File: src/logic/uart_map.vh
/*
 Shared constants of the enhanced serial port: mode codes, bit positions of the
 control and status bytes, baud source codes and reset values.
 Included by the serial port only; its transmit FIFO takes the depth as a parameter; defines only.
*/
`ifndef UART_MAP_VH
`define UART_MAP_VH

`define MODE_SHIFT 2'h0
`define MODE_8BIT 2'h1
`define MODE_9BIT_FIXED 2'h2
`define MODE_9BIT_VAR 2'h3

`define SRC_TIMER1 1'h0
`define SRC_DIVIDER 1'h1

`define CTRL_RI 0
`define CTRL_TI 1
`define CTRL_RB8 2
`define CTRL_TB8 3
`define CTRL_REN 4
`define CTRL_SM1 6
`define CTRL_SM0_FE 7

`define STAT_BREAK 0
`define STAT_FE 1
`define STAT_DB 7

`define SHIFT_DIV 16
`define FIXED_DIV_FAST 16
`define FIXED_DIV_SLOW 32
`define OVERSAMPLE 16
`define BREAK_BITS 11
`define BOOT_LOW 8'h00
`define FIFO_DEPTH 8

`endif

File: src/logic/serial_port.v
/*
 Enhanced asynchronous serial port: shift-register mode, 8-bit and 9-bit
 asynchronous modes, timer or divider baud sources, framing error, break
 detect with break reset request, and transmit double buffering.
 Assumes the processor drives the control bits as plain levels and issues
 one-cycle write strobes; all inputs are synchronous to core_clk.
*/
//
// Operation
// - Mode 0 shifts eight bits LSB first on rx pin, clock on tx while sending, clk/16.
// - Mode 1 frame: low start, eight data bits LSB first, high stop.
// - Mode 1 reception stores the stop bit in the receive ninth bit.
// - Mode 1 rate comes from timer 1 overflow or the baud divider.
// - Mode 2 frame adds the transmit ninth bit before the stop bit.
// - Mode 2 reception stores the ninth bit and drops the stop bit.
// - Mode 2 rate is clock/16 or clock/32 by the baud double bit.
// - Mode 3 equals mode 2 but uses timer 1 or the divider rate.
// - Divider takes a 16-bit divisor from high and low bytes.
// - The baud divider runs from the core clock.
// - Timer 1 overflow is halved further when baud double is clear.
// - Sources are fixed clock division, timer 1 or divider only.
// - Framing error flagged in status; control bit 7 overlays it.
// - Eleven low bit times on receive line flag a break.
// - A break may reset the device into the boot flow.
// - Buffered character follows the current one after one stop bit.
// - With double buffering off, transmit is single buffered.
// - In async modes, buffered transmit flag rises when the buffer accepts more data.
// - Buffered ninth bit is latched together with the data byte.
// - After break reset, fetch starts at boot vector high, zero low.
// - Break reset sets a sticky source flag cleared by writing zero.
`timescale 1ns/10ps
`include "uart_map.vh"
module serial_port #(
   parameter FIFO_DEPTH = `FIFO_DEPTH
) (
   input wire core_clk,
   input wire sys_rst,
   input wire clk_en,
   input wire power_on_rst,
   input wire mode_select_bit0,
   input wire mode_select_bit1,
   input wire rx_enable,
   input wire tx_ninth_bit,
   input wire baud_double_bit,
   input wire framing_overlay_bit,
   input wire double_buffer_enable,
   input wire baud_src_sel,
   input wire timer1_overflow,
   input wire [7:0] baud_divisor_high,
   input wire [7:0] baud_divisor_low,
   input wire break_reset_enable,
   input wire [7:0] boot_vector,
   input wire [7:0] tx_data,
   input wire tx_write,
   output wire tx_ready,
   input wire ri_clear,
   input wire ti_clear,
   input wire status_clear,
   input wire break_src_clear,
   output reg [7:0] serial_data_buffer,
   output reg rx_ninth_bit,
   output reg rx_flag,
   output reg tx_flag,
   output wire ctrl_bit7,
   output reg framing_error,
   output reg break_detect,
   output reg break_reset_req,
   output reg break_reset_src,
   output wire [15:0] boot_address,
   input wire rxd_in,
   output reg rxd_out,
   output reg rxd_oe_n,
   output reg txd_out
);
   localparam ST_IDLE = 2'h0;
   localparam ST_START = 2'h1;
   localparam ST_BITS = 2'h2;

   wire [1:0] mode = {mode_select_bit0, mode_select_bit1};
   wire async_mode = (mode != `MODE_SHIFT);
   wire nine_bit = mode[1];
   wire var_rate = (mode == `MODE_8BIT) || (mode == `MODE_9BIT_VAR);

   // Baud tick generation, one tick per sixteenth of a bit time.
   reg [15:0] div_cnt_reg;
   reg t1_half_reg;
   reg [4:0] fix_cnt_reg;
   reg var_tick;
   reg fix_tick;
   wire [15:0] divisor = {baud_divisor_high, baud_divisor_low};

   function [4:0] fixed_limit;
      input dbl;
      integer lim;
      begin
         lim = dbl ? `FIXED_DIV_FAST / `OVERSAMPLE - 1 : `FIXED_DIV_SLOW / `OVERSAMPLE - 1;
         fixed_limit = lim[4:0];
      end
   endfunction

   always @(posedge core_clk) begin
      if (sys_rst) begin
         div_cnt_reg <= 16'h0000;
         t1_half_reg <= 1'b0;
         fix_cnt_reg <= 5'h00;
      end else if (clk_en) begin
         if (div_cnt_reg >= divisor) begin
            div_cnt_reg <= 16'h0000;
         end else begin
            div_cnt_reg <= div_cnt_reg + 16'h0001;
         end
         if (timer1_overflow) begin
            t1_half_reg <= ~t1_half_reg;
         end
         if (fix_cnt_reg >= fixed_limit(baud_double_bit)) begin
            fix_cnt_reg <= 5'h00;
         end else begin
            fix_cnt_reg <= fix_cnt_reg + 5'h01;
         end
      end
   end

   always @* begin
      if (baud_src_sel == `SRC_DIVIDER) begin
         var_tick = (div_cnt_reg >= divisor);
      end else begin
         var_tick = timer1_overflow && (baud_double_bit || t1_half_reg);
      end
      fix_tick = (fix_cnt_reg >= fixed_limit(baud_double_bit));
   end

   // rate per mode; mode 0 runs every core clock.
   wire tick = (mode == `MODE_SHIFT) ? 1'b1 : (var_rate ? var_tick : fix_tick);

   // Transmit holding buffer; depth 1 in effect without double buffering.
   wire fifo_in_ready;
   wire [8:0] fifo_out_data;
   wire fifo_out_valid;
   reg fifo_pop;
   reg tx_busy_reg;
   // single buffering refuses writes while shifting
   assign tx_ready = double_buffer_enable ? fifo_in_ready : (!tx_busy_reg && !fifo_out_valid);

   tx_fifo #(
      .WIDTH(9),
      .DEPTH(FIFO_DEPTH),
      .AW(3)
   ) u_tx_fifo (
      .core_clk(core_clk),
      .sys_rst(sys_rst),
      .clk_en(clk_en),
      // ninth bit latched with data when buffered
      .in_data({tx_ninth_bit, tx_data}),
      .in_valid(tx_write && tx_ready),
      .in_ready(fifo_in_ready),
      .out_data(fifo_out_data),
      .out_valid(fifo_out_valid),
      .out_ready(fifo_pop)
   );

   // Transmitter.
   reg [1:0] tx_state_reg;
   reg [3:0] tx_sub_reg;
   reg [3:0] tx_bit_reg;
   reg [9:0] tx_shift_reg;
   reg [3:0] tx_last;
   always @* begin
      // stop bit index after the start bit
      tx_last = nine_bit ? 4'h9 : 4'h8;
      fifo_pop = clk_en && fifo_out_valid && !tx_busy_reg;
   end

   always @(posedge core_clk) begin
      if (sys_rst) begin
         tx_state_reg <= ST_IDLE;
         tx_sub_reg <= 4'h0;
         tx_bit_reg <= 4'h0;
         tx_shift_reg <= 10'h3ff;
         tx_busy_reg <= 1'b0;
         txd_out <= 1'b1;
         tx_flag <= 1'b0;
      end else if (clk_en) begin
         if (ti_clear) begin
            tx_flag <= 1'b0;
         end
         // buffered flag on space in the holding buffer
         if (double_buffer_enable && tx_write && fifo_in_ready && async_mode) begin
            tx_flag <= 1'b1;
         end
         case (tx_state_reg)
            ST_IDLE: begin
               txd_out <= 1'b1;
               if (fifo_pop) begin
                  tx_busy_reg <= 1'b1;
                  tx_sub_reg <= 4'h0;
                  tx_bit_reg <= 4'h0;
                  if (async_mode) begin
                     // ninth bit taken from the control flag or the buffer
                     tx_shift_reg <= {1'b1, (double_buffer_enable ? fifo_out_data[8] :
                        tx_ninth_bit), fifo_out_data[7:0]};
                     tx_state_reg <= ST_START;
                  end else begin
                     tx_shift_reg <= {2'h3, fifo_out_data[7:0]};
                     tx_state_reg <= ST_BITS;
                  end
               end
            end
            ST_START: begin
               txd_out <= 1'b0;
               if (tick) begin
                  tx_sub_reg <= tx_sub_reg + 4'h1;
                  if (tx_sub_reg == 4'hf) begin
                     tx_state_reg <= ST_BITS;
                  end
               end
            end
            ST_BITS: begin
               if (tick) begin
                  tx_sub_reg <= tx_sub_reg + 4'h1;
               end
               if (!async_mode) begin
                  // shift clock low for the first half of each bit
                  txd_out <= tx_sub_reg[3];
               end else if (tx_bit_reg == tx_last) begin
                  txd_out <= 1'b1;
               end else begin
                  txd_out <= tx_shift_reg[tx_bit_reg];
               end
               if (tick && tx_sub_reg == 4'hf) begin
                  tx_bit_reg <= tx_bit_reg + 4'h1;
                  if (tx_bit_reg == (async_mode ? tx_last : 4'h7)) begin
                     // next buffered frame starts straight after one stop bit
                     tx_busy_reg <= 1'b0;
                     tx_state_reg <= ST_IDLE;
                     if (!double_buffer_enable) begin
                        tx_flag <= 1'b1;
                     end
                  end
               end
            end
            default: begin
               tx_state_reg <= ST_IDLE;
            end
         endcase
      end
   end

   // Receive line drive in mode 0: data out on the rx pin while sending.
   always @(posedge core_clk) begin
      if (sys_rst) begin
         rxd_out <= 1'b1;
         rxd_oe_n <= 1'b1;
      end else if (clk_en) begin
         // two-way data on the receive pin
         rxd_oe_n <= !(!async_mode && tx_busy_reg);
         rxd_out <= (tx_bit_reg < 4'h8) ? tx_shift_reg[tx_bit_reg[2:0]] : 1'b1;
      end
   end

   // Receiver, sampling mid-bit on the sixteenth ticks.
   reg [1:0] rx_state_reg;
   reg [3:0] rx_sub_reg;
   reg [3:0] rx_bit_reg;
   reg [8:0] rx_shift_reg;
   reg [7:0] low_bits_reg;
   reg [3:0] low_sub_reg;
   wire shift_rx = !async_mode && rx_enable && !tx_busy_reg && !fifo_out_valid;

   always @(posedge core_clk) begin
      if (sys_rst) begin
         rx_state_reg <= ST_IDLE;
         rx_sub_reg <= 4'h0;
         rx_bit_reg <= 4'h0;
         rx_shift_reg <= 9'h000;
         serial_data_buffer <= 8'h00;
         rx_ninth_bit <= 1'b0;
         rx_flag <= 1'b0;
         framing_error <= 1'b0;
      end else if (clk_en) begin
         if (ri_clear) begin
            rx_flag <= 1'b0;
         end
         if (status_clear) begin
            framing_error <= 1'b0;
         end
         case (rx_state_reg)
            ST_IDLE: begin
               rx_sub_reg <= 4'h0;
               rx_bit_reg <= 4'h0;
               if (async_mode && rx_enable && !rxd_in) begin
                  rx_state_reg <= ST_START;
               end else if (shift_rx && !rx_flag) begin
                  rx_state_reg <= ST_BITS;
               end
            end
            ST_START: begin
               if (tick) begin
                  rx_sub_reg <= rx_sub_reg + 4'h1;
                  if (rx_sub_reg == 4'h7) begin
                     // A start bit that is gone by mid-bit was noise.
                     rx_state_reg <= rxd_in ? ST_IDLE : ST_BITS;
                     rx_sub_reg <= 4'h0;
                  end
               end
            end
            ST_BITS: begin
               if (tick) begin
                  rx_sub_reg <= rx_sub_reg + 4'h1;
                  if (rx_sub_reg == 4'hf) begin
                     rx_bit_reg <= rx_bit_reg + 4'h1;
                     rx_shift_reg <= {rxd_in, rx_shift_reg[8:1]};
                     if (!async_mode && rx_bit_reg == 4'h7) begin
                        serial_data_buffer <= {rxd_in, rx_shift_reg[8:2]};
                        rx_flag <= 1'b1;
                        rx_state_reg <= ST_IDLE;
                     end else if (async_mode && rx_bit_reg == tx_last) begin
                        // load buffer and flag at stop bit
                        rx_state_reg <= ST_IDLE;
                        rx_flag <= 1'b1;
                        // stop bit low is a framing error
                        if (!rxd_in) begin
                           framing_error <= 1'b1;
                        end
                        if (nine_bit) begin
                           serial_data_buffer <= rx_shift_reg[7:0];
                           rx_ninth_bit <= rx_shift_reg[8];
                        end else begin
                           // stop bit into receive ninth bit
                           serial_data_buffer <= rx_shift_reg[8:1];
                           rx_ninth_bit <= rxd_in;
                        end
                     end
                  end
               end
            end
            default: begin
               rx_state_reg <= ST_IDLE;
            end
         endcase
      end
   end

   // bit 7 of the control byte reads framing error or mode bit
   assign ctrl_bit7 = framing_overlay_bit ? framing_error : mode_select_bit0;

   // Break detector counts whole low bit times independent of framing.
   always @(posedge core_clk) begin
      if (sys_rst) begin
         low_bits_reg <= 8'h00;
         low_sub_reg <= 4'h0;
         break_detect <= 1'b0;
         break_reset_req <= 1'b0;
      end else if (clk_en) begin
         break_reset_req <= 1'b0;
         if (status_clear) begin
            break_detect <= 1'b0;
         end
         if (rxd_in || !async_mode) begin
            low_bits_reg <= 8'h00;
            low_sub_reg <= 4'h0;
         end else if (tick) begin
            low_sub_reg <= low_sub_reg + 4'h1;
            if (low_sub_reg == 4'hf && low_bits_reg < `BREAK_BITS) begin
               low_bits_reg <= low_bits_reg + 8'h01;
               if (low_bits_reg == `BREAK_BITS - 1) begin
                  break_detect <= 1'b1;
                  break_reset_req <= break_reset_enable;
               end
            end
         end
      end
   end

   // Reset source flag lives outside sys_rst so it survives the reset it causes.
   always @(posedge core_clk) begin
      if (power_on_rst) begin
         break_reset_src <= 1'b0;
      end else if (clk_en) begin
         // sticky flag, set wins over clear
         if (break_reset_req) begin
            break_reset_src <= 1'b1;
         end else if (break_src_clear) begin
            break_reset_src <= 1'b0;
         end
      end
   end

   // boot fetch address after a break reset
   assign boot_address = break_reset_src ? {boot_vector, `BOOT_LOW} : 16'h0000;
endmodule

File: src/logic/tx_fifo.v
/*
 Parameterised synchronous FIFO with valid/ready on both sides.
 Assumes one clock with clock enable and a synchronous active-high reset.
*/
`timescale 1ns/10ps
module tx_fifo #(
   parameter WIDTH = 9,
   parameter DEPTH = 8,
   parameter AW = 3
) (
   input wire core_clk,
   input wire sys_rst,
   input wire clk_en,
   input wire [WIDTH-1:0] in_data,
   input wire in_valid,
   output wire in_ready,
   output reg [WIDTH-1:0] out_data,
   output wire out_valid,
   input wire out_ready
);
   reg [WIDTH-1:0] mem [0:DEPTH-1];
   reg [AW-1:0] wr_ptr_reg;
   reg [AW-1:0] rd_ptr_reg;
   reg [AW:0] count_reg;
   wire push;
   wire pop;

   assign in_ready = (count_reg != DEPTH[AW:0]);
   assign out_valid = (count_reg != {(AW+1){1'b0}});
   assign push = in_valid && in_ready;
   assign pop = out_valid && out_ready;

   always @* begin
      out_data = mem[rd_ptr_reg];
   end

   always @(posedge core_clk) begin
      if (sys_rst) begin
         wr_ptr_reg <= {AW{1'b0}};
         rd_ptr_reg <= {AW{1'b0}};
         count_reg <= {(AW+1){1'b0}};
      end else if (clk_en) begin
         if (push) begin
            mem[wr_ptr_reg] <= in_data;
            wr_ptr_reg <= (wr_ptr_reg == DEPTH[AW-1:0] - 1'b1) ? {AW{1'b0}} : wr_ptr_reg + 1'b1;
         end
         if (pop) begin
            rd_ptr_reg <= (rd_ptr_reg == DEPTH[AW-1:0] - 1'b1) ? {AW{1'b0}} : rd_ptr_reg + 1'b1;
         end
         if (push && !pop) begin
            count_reg <= count_reg + 1'b1;
         end else if (pop && !push) begin
            count_reg <= count_reg - 1'b1;
         end
      end
   end
endmodule

File: config.mk
export PLATFORM = sky130hd
export DESIGN_NAME = serial_port
export DESIGN_NICKNAME = d
export VERILOG_FILES = /design/src/logic/serial_port.v /design/src/logic/tx_fifo.v
export VERILOG_INCLUDE_DIRS = /design/src /design/src/logic
export SDC_FILE = /design/constraint.sdc
export NUM_CORES = 1
export LEC_CHECK = 0
export BUFFER_PORTS_ARGS = -buffer_cell sky130_fd_sc_hd__buf_2
export CAP_MARGIN = 40
export CORE_MARGIN = 2
export CORE_UTILIZATION = 41
export CTS_CLUSTER_SIZE = 28
export DETAILED_ROUTE_END_ITERATION = 12
export GPL_TIMING_DRIVEN = 0
export PLACE_DENSITY = 0.71
export SETUP_SLACK_MARGIN = 0.3
export SYNTH_ARGS = -nofsm -noshare
export SYNTH_HDL_FRONTEND = slang
export SYNTH_SLANG_ARGS = --single-unit
File: constraint.sdc
create_clock -name core_clk -period 2.5 [get_ports core_clk]
set_input_delay 0 -clock core_clk [delete_from_list [all_inputs] [get_ports core_clk]]
set_output_delay 0 -clock core_clk [all_outputs]
set_load 0.01 [all_outputs]
==> results of run 1 <==
worst max-delay path, delay by kind of cell (launching register included):
kind | cells | cell delay, ns
buffers and inverters | 1 | 0.24
flip-flops | 1 | 0.35
AO/OA/AOI/OAI | 3 | 0.81
adder cells (fa/ha/maj) | 1 | 0.20
AND/OR/NAND/NOR | 4 | 0.70
stage by stage:
step	TNS, ns	power, uW
CTS	0	7760
floorplan	0	4320
detailed placement	-19.02	4680
finish	0	7830
global route	0	8160
global placement	-25.61	4650
synth_stat cells, drive strengths merged (15+ instances only):
cell type and instances:
mux2i 45, nor2 84, buf 18, clkbuf 25, inv 36, nand2 71, a21oi 41, and2 15
mux4 20, dfxtp 104, xor2 20, ha 40, nand3 23, o21ai 32, nor3 17, edfxtp 72
routing by layer:
layer	up-vias	routed length, um	part of all wire, %
met5	-	0	0
met4	0	589	2.8
met3	47	1200	5.8
met2	207	10100	49
met1	3147	8880	43
li1	3196	-	-
kinds of logic (layout without fill, tap and decap cells):
logic type | after synthesis | count (layout) | share of synthesized area (%)
AND/OR/NAND/NOR | 281 | 281 | 16.4
flip-flops | 176 | 176 | 50.4
AO/OA/AOI/OAI | 120 | 120 | 8.77
buffers and inverters | 79 | 254 | 4.23
multiplexers | 67 | 67 | 11.0
adder cells (fa/ha/maj) | 41 | 41 | 6.18
XOR/XNOR | 29 | 29 | 3.01
other | 1 | 8 | 0.0445
area by class of cell:
cell class / instances / area, um2 / area share, %
multi-input cells: 546 / 4360 / 39.4
flip-flops and latches: 176 / 4280 / 38.6
repair buffers: 143 / 1040 / 9.35
clock buffers: 17 / 425 / 3.84
well taps: 270 / 338 / 3.05
plain buffers: 43 / 282 / 2.54
clock inverters: 15 / 216 / 1.95
inverters: 36 / 138 / 1.24
where the power goes:
part           leakage (uW)  total (uW)  internal (uW)  switching, uW
registers           0.00150        3230           3120            108
clock network      0.000314        2850           1560           1290
logic               0.00248        1750            819            932
total               0.00429        7830           5500           2330
timing repair:
action	4_1_cts	5_1_grt
hold buffers	18	0
buffers inserted	34	8
pin swaps	40	22
endpoints found under the setup margin	141	105
endpoints found under the hold margin	82	0
resized for setup	111	37
gates cloned	2	0
how the worst min path moves through the flow:
stage,from,end,slack [ns],cells after the start
4_1_cts,mode_select_bit0,low_sub_reg[2],0.04,4
5_1_grt,double_buffer_enable,tx_flag,0.1,4
6_report,sys_rst,rx_sub_reg[1],0.08,5
2_1_floorplan,power_on_rst,break_reset_src,0.07,1
3_5_place_dp,power_on_rst,break_reset_src,0.16,2
3_3_place_gp,power_on_rst,break_reset_src,0.16,2
==> results.json, run 1 <==
{
  "layout_setup_ws_ns": 0.0906,
  "grt_pass1_vias": 6633,
  "rows": 52,
  "num_io_pins": 88,
  "mostFrequentLayoutCell": "dfxtp_1",
  "diodes": 0,
  "grt_max_degree": 21,
  "portBuffers": 76,
  "yosysUniqueCellTypes": 66,
  "routedWlPerCell_um": 16.7,
  "hold_class": "in -> reg",
  "slew-limit-headroom_pct": 41.5,
  "firstDrtPassIters": 6,
  "critical_path_class": "reg -> reg",
  "max_freq_mhz": 415,
  "synth_largest_area_cell": "edfxtp_1",
  "cts_buffer_depth": 2,
  "yosysWarnings": 0,
  "cts_root_buf": "clkbuf_16",
  "utilization_pct": 54.7,
  "drive_gt1_share_pct": 30.4,
  "crit_slowest_cell": "dfxtp_2",
  "floorplan.initialDensity_pct": 41.7,
  "cts.clk_slew.worst_paths_ns": 0.08,
  "p_per_area_nw_per_um2": 707,
  "worst_ep_arrival_time_ns": 2.74,
  "syn_inst": 794,
  "die_y_um": 147,
  "crit_path_frequent_cell": "nand4_1",
  "final_cell_mix": "dfxtp_1, buf_2, nor2_1, edfxtp_1, nand2_1",
  "cp_max_fo": 7,
  "dpl.cell_count": 1152,
  "cts_tree": "done",
  "reg2regPathDepth": 9,
  "finalHoldViolations": 0,
  "grtUsageMet2_pct": 32.5,
  "clk_latency_ns": 0.44,
  "grt_remaining_overflow": 0,
  "fillCellCount": 1664,
  "setup_viol": 0,
  "grt_usage_pct": 19.4,
  "r2r-end": "low_bits_reg[5]",
  "met3_usage_pct": 4.60,
  "tightest_slew_ns": 0.871,
  "area_growth_pct": 31.4,
  "regToRegSetupSlack_ns": 0.09,
  "drcViolationCount": 0,
  "nets": 1056,
  "yosysSeqAreaShare_pct": 50.4,
  "syn_area_um2": 8430,
  "grt_pass1_wl_um": 32900,
  "dieArea_um2": 21700,
  "drtAntennaViolNets": 0,
  "critPathMaxStageDelay_ns": 0.35,
  "crit_start": "div_cnt_reg[13]",
  "viasPerCell": 5.29,
  "cts_htree_levels": 4,
  "drv_slew": 0,
  "place_area_um2": 9260,
  "largest_reg_flops": 72,
  "maxCapViolCount": 0,
  "synth_area_per_cell_um2": 10.6,
  "cts_sinks": 176,
  "synth_edf_count": 72,
  "use_met1_pct": 24.0,
  "core_um2": 20200,
  "stdcell_count": 1246,
  "finalClockSkew_ns": 0.0156,
  "grt-busiest-layer": "met2",
  "yosys_most_used_dff": "dfxtp_1",
  "finalCritPeriodShare_pct": 96.4,
  "leakage_uw": 0.00429,
  "synth_top_area_share_pct": 25.7,
  "hold_ws_ns": 0.0844,
  "place_ws_ns": -0.340,
  "ys_async_sr_fraction_pct": 0,
  "worstPathCellList": "ha_4 > nand4_1 > nor3_2 > a211oi_2 > nand4_1 > buf_4 > a32o_2 > a41o_1 > and2_1",
  "peakVddDrop_uv": 573,
  "critPathCapture": "low_bits_reg[5]",
  "antenna_found_initial": 0,
  "status": "finished clean",
  "cts_made_buffers": 17,
  "wl_um": 20800,
  "required_ns": 2.83,
  "period_minus_slack_ns": 2.41,
  "end_kind": "flip-flop",
  "die_x_um": 147,
  "hpwl_um": 13500,
  "reg2reg_from": "div_cnt_reg[13]",
  "rsz0062_at_grt": "true",
  "cp-start-kind": "flip-flop",
  "ys_ff_latch": 176,
  "synthTopCellsByArea": "edfxtp_1, dfxtp_1, ha_1, mux2i_1, mux4_2",
  "stdcell_area_um2": 11100,
  "vias": 6597,
  "first_iter_violations": 518,
  "place_congestion": 0.875
}
No activity file was read; power rests on OpenSTA's default activity.
==> run 2: changes to the inputs <==
CORE_UTILIZATION = 30   (was 41)
GPL_TIMING_DRIVEN = not set   (was 0)
PLACE_DENSITY = 0.58   (was 0.71)
SYNTH_HIERARCHICAL = 1   (was not set)
==> results.json, run 2 <==
{
  "tightest_slew_ns": 1.09,
  "yosys_most_used_dff": "dfxtp_1",
  "hold_depth": 4,
  "finalClockSkew_ns": 0.0121,
  "cts_made_buffers": 17,
  "place_area_um2": 9830,
  "p_per_area_nw_per_um2": 711,
  "nets": 1081,
  "yosysSeqAreaShare_pct": 50.0,
  "finalHoldViolations": 0,
  "cp_max_fo": 3,
  "yosysMostFrequentCell": "dfxtp_1",
  "mostFrequentLayoutCell": "dfxtp_1",
  "antenna_found_initial": 0,
  "cts_root_buf": "clkbuf_16",
  "required_ns": 2.87,
  "grt_pass1_wl_um": 32200,
  "hpwl_um": 13200,
  "stdcell_area_um2": 11800,
  "utilization_pct": 42.4,
  "drive_gt1_share_pct": 36.3,
  "cp-start-kind": "flip-flop",
  "drcViolationCount": 0,
  "grt_usage_pct": 14.0,
  "r2r-end": "u_tx_fifo/count_reg[3]",
  "status": "complete, but fails checks",
  "routedWlPerCell_um": 14.9,
  "grt_remaining_overflow": 0,
  "stdcell_count": 1379,
  "peakVddDrop_uv": 416,
  "crit_slowest_cell": "or4_4",
  "slew-limit-headroom_pct": 26.8,
  "num_io_pins": 88,
  "finalCritPeriodShare_pct": 115,
  "first_iter_violations": 435,
  "synth_area_per_cell_um2": 10.5,
  "end_kind": "flip-flop",
  "hold_ws_ns": 0.133,
  "drtAntennaViolNets": 0,
  "cts_buffer_depth": 2,
  "hold_class": "in -> reg",
  "portBuffers": 79,
  "syn_area_um2": 8490,
  "synthTopCellsByCount": "dfxtp_1, nand2_1, edfxtp_1, nor2_1, ha_1",
  "worst_ep_arrival_time_ns": 3.24,
  "cts_htree_levels": 4,
  "die_x_um": 172,
  "dieArea_um2": 29700,
  "drv_slew": 0,
  "die_y_um": 172,
  "viasPerCell": 4.73,
  "cts.clk_slew.worst_paths_ns": 0.08,
  "largest_reg_flops": 72,
  "reg2regPathDepth": 11,
  "grt_max_degree": 51,
  "dpl.cell_count": 1283,
  "critPathMaxStageDelay_ns": 0.55,
  "layout_setup_ws_ns": -0.376,
  "period_minus_slack_ns": 2.88,
  "p_total_uw": 8390,
  "reg2reg_from": "u_tx_fifo/count_reg[3]",
  "synth_largest_area_cell": "edfxtp_1",
  "core_um2": 27900,
  "rsz0062_at_grt": "true",
  "ys_ff_latch": 176,
  "grt_pass1_vias": 6293,
  "rows": 61,
  "syn_inst": 806,
  "synth_top_area_share_pct": 25.5,
  "area_growth_pct": 39.0,
  "max_freq_mhz": 348,
  "cp_top_family": "simple AND/OR/NAND/NOR gates",
  "vias": 6528,
  "firstDrtPassIters": 4,
  "maxCapViolCount": 0,
  "cts_sinks": 176,
  "yosysWarnings": 6,
  "cts_tree": "done",
  "yosysUniqueCellTypes": 71,
  "min_to": "tx_flag",
  "violations": "setup timing",
  "synthTopCellsByArea": "edfxtp_1, dfxtp_1, ha_1, mux4_2, nand2_1",
  "regToRegSetupSlack_ns": -0.38,
  "wl_um": 20500,
  "worst-path-buf-inv": 1,
  "min-delay-start": "double_buffer_enable",
  "leakage_uw": 0.00449,
  "clk_latency_ns": 0.44,
  "critical_path_class": "reg -> reg",
  "ys_async_sr_fraction_pct": 0,
  "final_cell_mix": "dfxtp_1, nand2_1, buf_2, edfxtp_1, nor2_1",
  "floorplan.initialDensity_pct": 30.5,
  "setup_viol": 31,
  "synth_edf_count": 72,
  "place_congestion": 0.780,
  "diodes": 0,
  "worstPathCellList": "or4_4 > o31ai_4 > and2_4 > and2_4 > ha_4 > inv_4 > ha_4 > a21o_1 > or4b_4 > a21o_1 > a21oi_2"
}
## run 2: cell count changes after synthesis, moves of 5 or more
cell / before / now
nand2_1: 71 / 102
mux2i_1: 45 / 26
nor2_1: 83 / 69
mux2_2: 2 / 11
nand3_1: 23 / 32
nor3_1: 16 / 7
o211ai_1: 13 / 6
clkbuf_1: 24 / 18
a21oi_1: 40 / 35
nor3b_1: 2 / 7
## run 2: timing repair
action,in CTS,in global routing
pin swaps,37,30
gates resized for setup,113,58
hold endpoints to repair,84,0
setup buffers,24,14
hold buffers,20,0
endpoints found under the setup margin,131,148
cloned,4,2
## run 2: logic make-up after synthesis
kind of cell	after synthesis	share of synthesized area, %
muxes	57	9.83
buffers and inverters	81	4.48
DFF	176	50.0
adders and majority gates	41	6.13
xor gates and xnor gates	27	2.78
AOI/OAI and AO/OA	113	8.81
and+or+nand+nor	310	17.9
other	1	0.0442
## run 2: layout make-up
cell class	count	area, um2
tap	378	473
multi-input combinational	558	4690
sequential	176	4260
timing repair buffer	197	1600
clock buffer	17	425
fill	2626	16100
clock inverter	15	214
inverter	38	145
## run 2: metrics by stage
stage / worst slack, ns / TNS [ns]
6_report: -0.376 / -2.11
5_1_grt: -0.467 / -8.33
4_1_cts: -0.362 / -0.369
3_5_place_dp: -0.349 / -0.371
3_3_place_gp: -0.325 / -0.325
2_1_floorplan: -0.368 / -1.13
## run 2: power by group
group | switching (uW) | internal, uW | leakage (uW)
Clock | 1380 | 1390 | 0.000306
Sequential | 125 | 3150 | 0.00149
Combinational | 1150 | 1190 | 0.00269
Total | 2650 | 5740 | 0.00449
## run 2: worst max path at each step
stage | start | endpoint | slack, ns | depth (start not counted)
detailed placement | u_tx_fifo/count_reg[3] | u_tx_fifo/count_reg[3] | -0.35 | 11
global placement | u_tx_fifo/count_reg[3] | u_tx_fifo/count_reg[3] | -0.33 | 11
finish | u_tx_fifo/count_reg[3] | u_tx_fifo/count_reg[3] | -0.38 | 11
global route | u_tx_fifo/count_reg[3] | u_tx_fifo/count_reg[3] | -0.47 | 11
floorplan | u_tx_fifo/count_reg[2] | u_tx_fifo/count_reg[3] | -0.37 | 11
CTS | u_tx_fifo/count_reg[3] | u_tx_fifo/count_reg[3] | -0.36 | 11
## run 2: worst register-to-register path, stage by stage, from the launching register on
cell,delay (ns)
dfxtp_2,0.33
or4_4,0.55
o31ai_4,0.20
and2_4,0.18
and2_4,0.14
ha_4,0.14
inv_4,0.05
ha_4,0.21
a21o_1,0.18
or4b_4,0.53
a21o_1,0.18
a21oi_2,0.12
## run 2: routing by layer
layer / GRT usage (%) / up-vias / wire length [um]
met5: 0 / - / 0
met3: 2.40 / 17 / 751
met1: 18.0 / 3152 / 9290
met4: 3.87 / 0 / 231
li1: - / 3245 / -
met2: 24.1 / 114 / 10200
==> run 3: changes to the inputs <==
CORE_UTILIZATION = 45   (was 30)
PLACE_DENSITY = 0.76   (was 0.58)
==> results.json, run 3 (synthesis gave the netlist of run 2 again) <==
{
  "area_growth_pct": 38.3,
  "finalHoldViolations": 0,
  "crit_slowest_cell": "or4_4",
  "grt_remaining_overflow": 0,
  "final_cell_mix": "dfxtp_1, nand2_1, buf_2, edfxtp_1, buf_4",
  "drtAntennaViolNets": 0,
  "p_per_area_nw_per_um2": 714,
  "finalSetupTns_ns": -3.55,
  "grt_usage_pct": 20.4,
  "slew-limit-headroom_pct": 57.8,
  "period_minus_slack_ns": 2.95,
  "mostFrequentLayoutCell": "dfxtp_1",
  "rsz0062_at_grt": "true",
  "routedWlPerCell_um": 16.5,
  "cts_htree_levels": 4,
  "cts_root_buf": "clkbuf_16",
  "first_iter_violations": 410,
  "leakage_uw": 0.00455,
  "power_frac_comb_pct": 29.1,
  "tightest_slew_ns": 0.633,
  "hpwl_um": 12400,
  "drive_gt1_share_pct": 39.6,
  "critical_path_class": "reg -> reg",
  "hold_class": "in -> reg",
  "antenna_found_initial": 0,
  "cp-start-kind": "flip-flop",
  "end_kind": "flip-flop",
  "largest_reg_flops": 72,
  "portBuffers": 79,
  "required_ns": 2.86,
  "finalCritPeriodShare_pct": 118,
  "fillCellCount": 1318,
  "setup_viol": 39,
  "worst_ep_arrival_time_ns": 3.31,
  "layout_setup_ws_ns": -0.447,
  "grt_pass1_wl_um": 32300,
  "place_congestion": 0.839,
  "max_freq_mhz": 339,
  "place_ws_ns": -0.328,
  "power_frac_clock_pct": 31.8,
  "cts_tree": "done",
  "floorplan.initialDensity_pct": 45.7,
  "clk_latency_ns": 0.43,
  "p_int_uw": 5830,
  "core_um2": 18600,
  "switchingPower_uw": 2550,
  "die_x_um": 141,
  "maxCapViolCount": 0,
  "peakVddDrop_uv": 553,
  "drv_slew": 0,
  "firstDrtPassIters": 5,
  "grt_pass1_vias": 6579,
  "grt_max_degree": 49,
  "num_io_pins": 88,
  "cp_max_fo": 3,
  "pwr-share-seq_pct": 39.1,
  "finalClockSkew_ns": 0.00919,
  "status": "complete, but fails checks",
  "cts_made_buffers": 17,
  "cts.clk_slew.worst_paths_ns": 0.07,
  "diodes": 0,
  "die_y_um": 141,
  "worstPathCellList": "or4_4 > o31ai_4 > and2_4 > and2_4 > ha_4 > inv_4 > ha_4 > a21o_1 > or4b_4 > a21o_1 > a21oi_2",
  "wl_um": 20600,
  "vias": 6732,
  "rows": 50,
  "viasPerCell": 5.39,
  "switching_share_pct": 30.5,
  "drcViolationCount": 0,
  "cts_sinks": 176,
  "nets": 1095,
  "critPathMaxStageDelay_ns": 0.55,
  "dieArea_um2": 20000,
  "cts_buffer_depth": 2,
  "violations": "setup timing"
}
## run 3: cell count changes in the layout (fill, tap and decap cells not counted), moves of 5 or more
cell | previous run | this run
nand2_8 | 5 | 0
nand2_1 | 87 | 82
a21oi_2 | 5 | 16
buf_6 | 30 | 48
clkinv_8 | 7 | 1
a21oi_1 | 29 | 18
nand2_2 | 11 | 19
## run 3: per-layer routing
metal	wire [um]	share of wire (%)	global-route usage [%]	up-vias
li1	-	-	-	3277
met1	8460	41	24.5	3241
met2	10800	52	36.9	194
met3	1120	5.4	4.83	20
met4	239	1.2	5.05	0
met5	0	0	0	-
## run 3: critical path: cells and delay by family (launching register included)
kind	cells	cell delay (ns)
compound gates	4	0.70
fa+ha+maj	2	0.37
flops	1	0.33
simple gates	4	1.41
buf+inv	1	0.05
## run 3: worst paths after layout
path                           from                endpoint  slack, ns  depth (start not counted)
max          u_tx_fifo/count_reg[3]  u_tx_fifo/count_reg[3]      -0.45                         11
min            double_buffer_enable                 tx_flag       0.11                          4
max reg2reg  u_tx_fifo/count_reg[3]  u_tx_fifo/count_reg[3]      -0.45                         11
min reg2reg            break_detect            break_detect       0.47                          2
## run 3: layout make-up
type                       count  area [um2]  area share [%]
multi-input combinational    556        4710            40.1
inverter                      38         145            1.24
tap                          234         293            2.49
clock buffer                  17         425            3.62
clock inverter                15         164            1.40
sequential                   176        4260            36.3
timing repair buffer         213        1750            14.9
## run 3: repair_timing
action | in CTS | in global routing
setup buffers | 33 | 14
hold buffers | 20 | 0
endpoints found under the hold margin | 82 | 0
setup endpoints to repair | 128 | 149
cloned | 3 | 2
gates resized for setup | 135 | 67
pin swaps | 57 | 45
## run 3: power by group through the flow
stage	combinational [uW]	sequential (uW)	clock, uW
after floorplan	1180	3330	0
after global placement	1700	3330	0
after detailed placement	1730	3340	0
after CTS	2160	3280	2700
after global routing	2640	3300	2800
final	2440	3280	2660
## run 3: stage by stage
step / instance area [um2] / total power (uW) / utilization [%] / hold WS, ns / cells
final: 11700 / 8380 / 63.2 / 0.112 / 1249
after global routing: 11700 / 8740 / 63.2 / 0.143 / 1249
after CTS: 11300 / 8140 / 61.0 / 0.136 / 1233
after detailed placement: 9690 / 5070 / 52.2 / 0.166 / 1145
after global placement: 9690 / 5030 / 52.2 / 0.163 / 1145
after floorplan: 8700 / 4510 / - / 0.0610 / 813
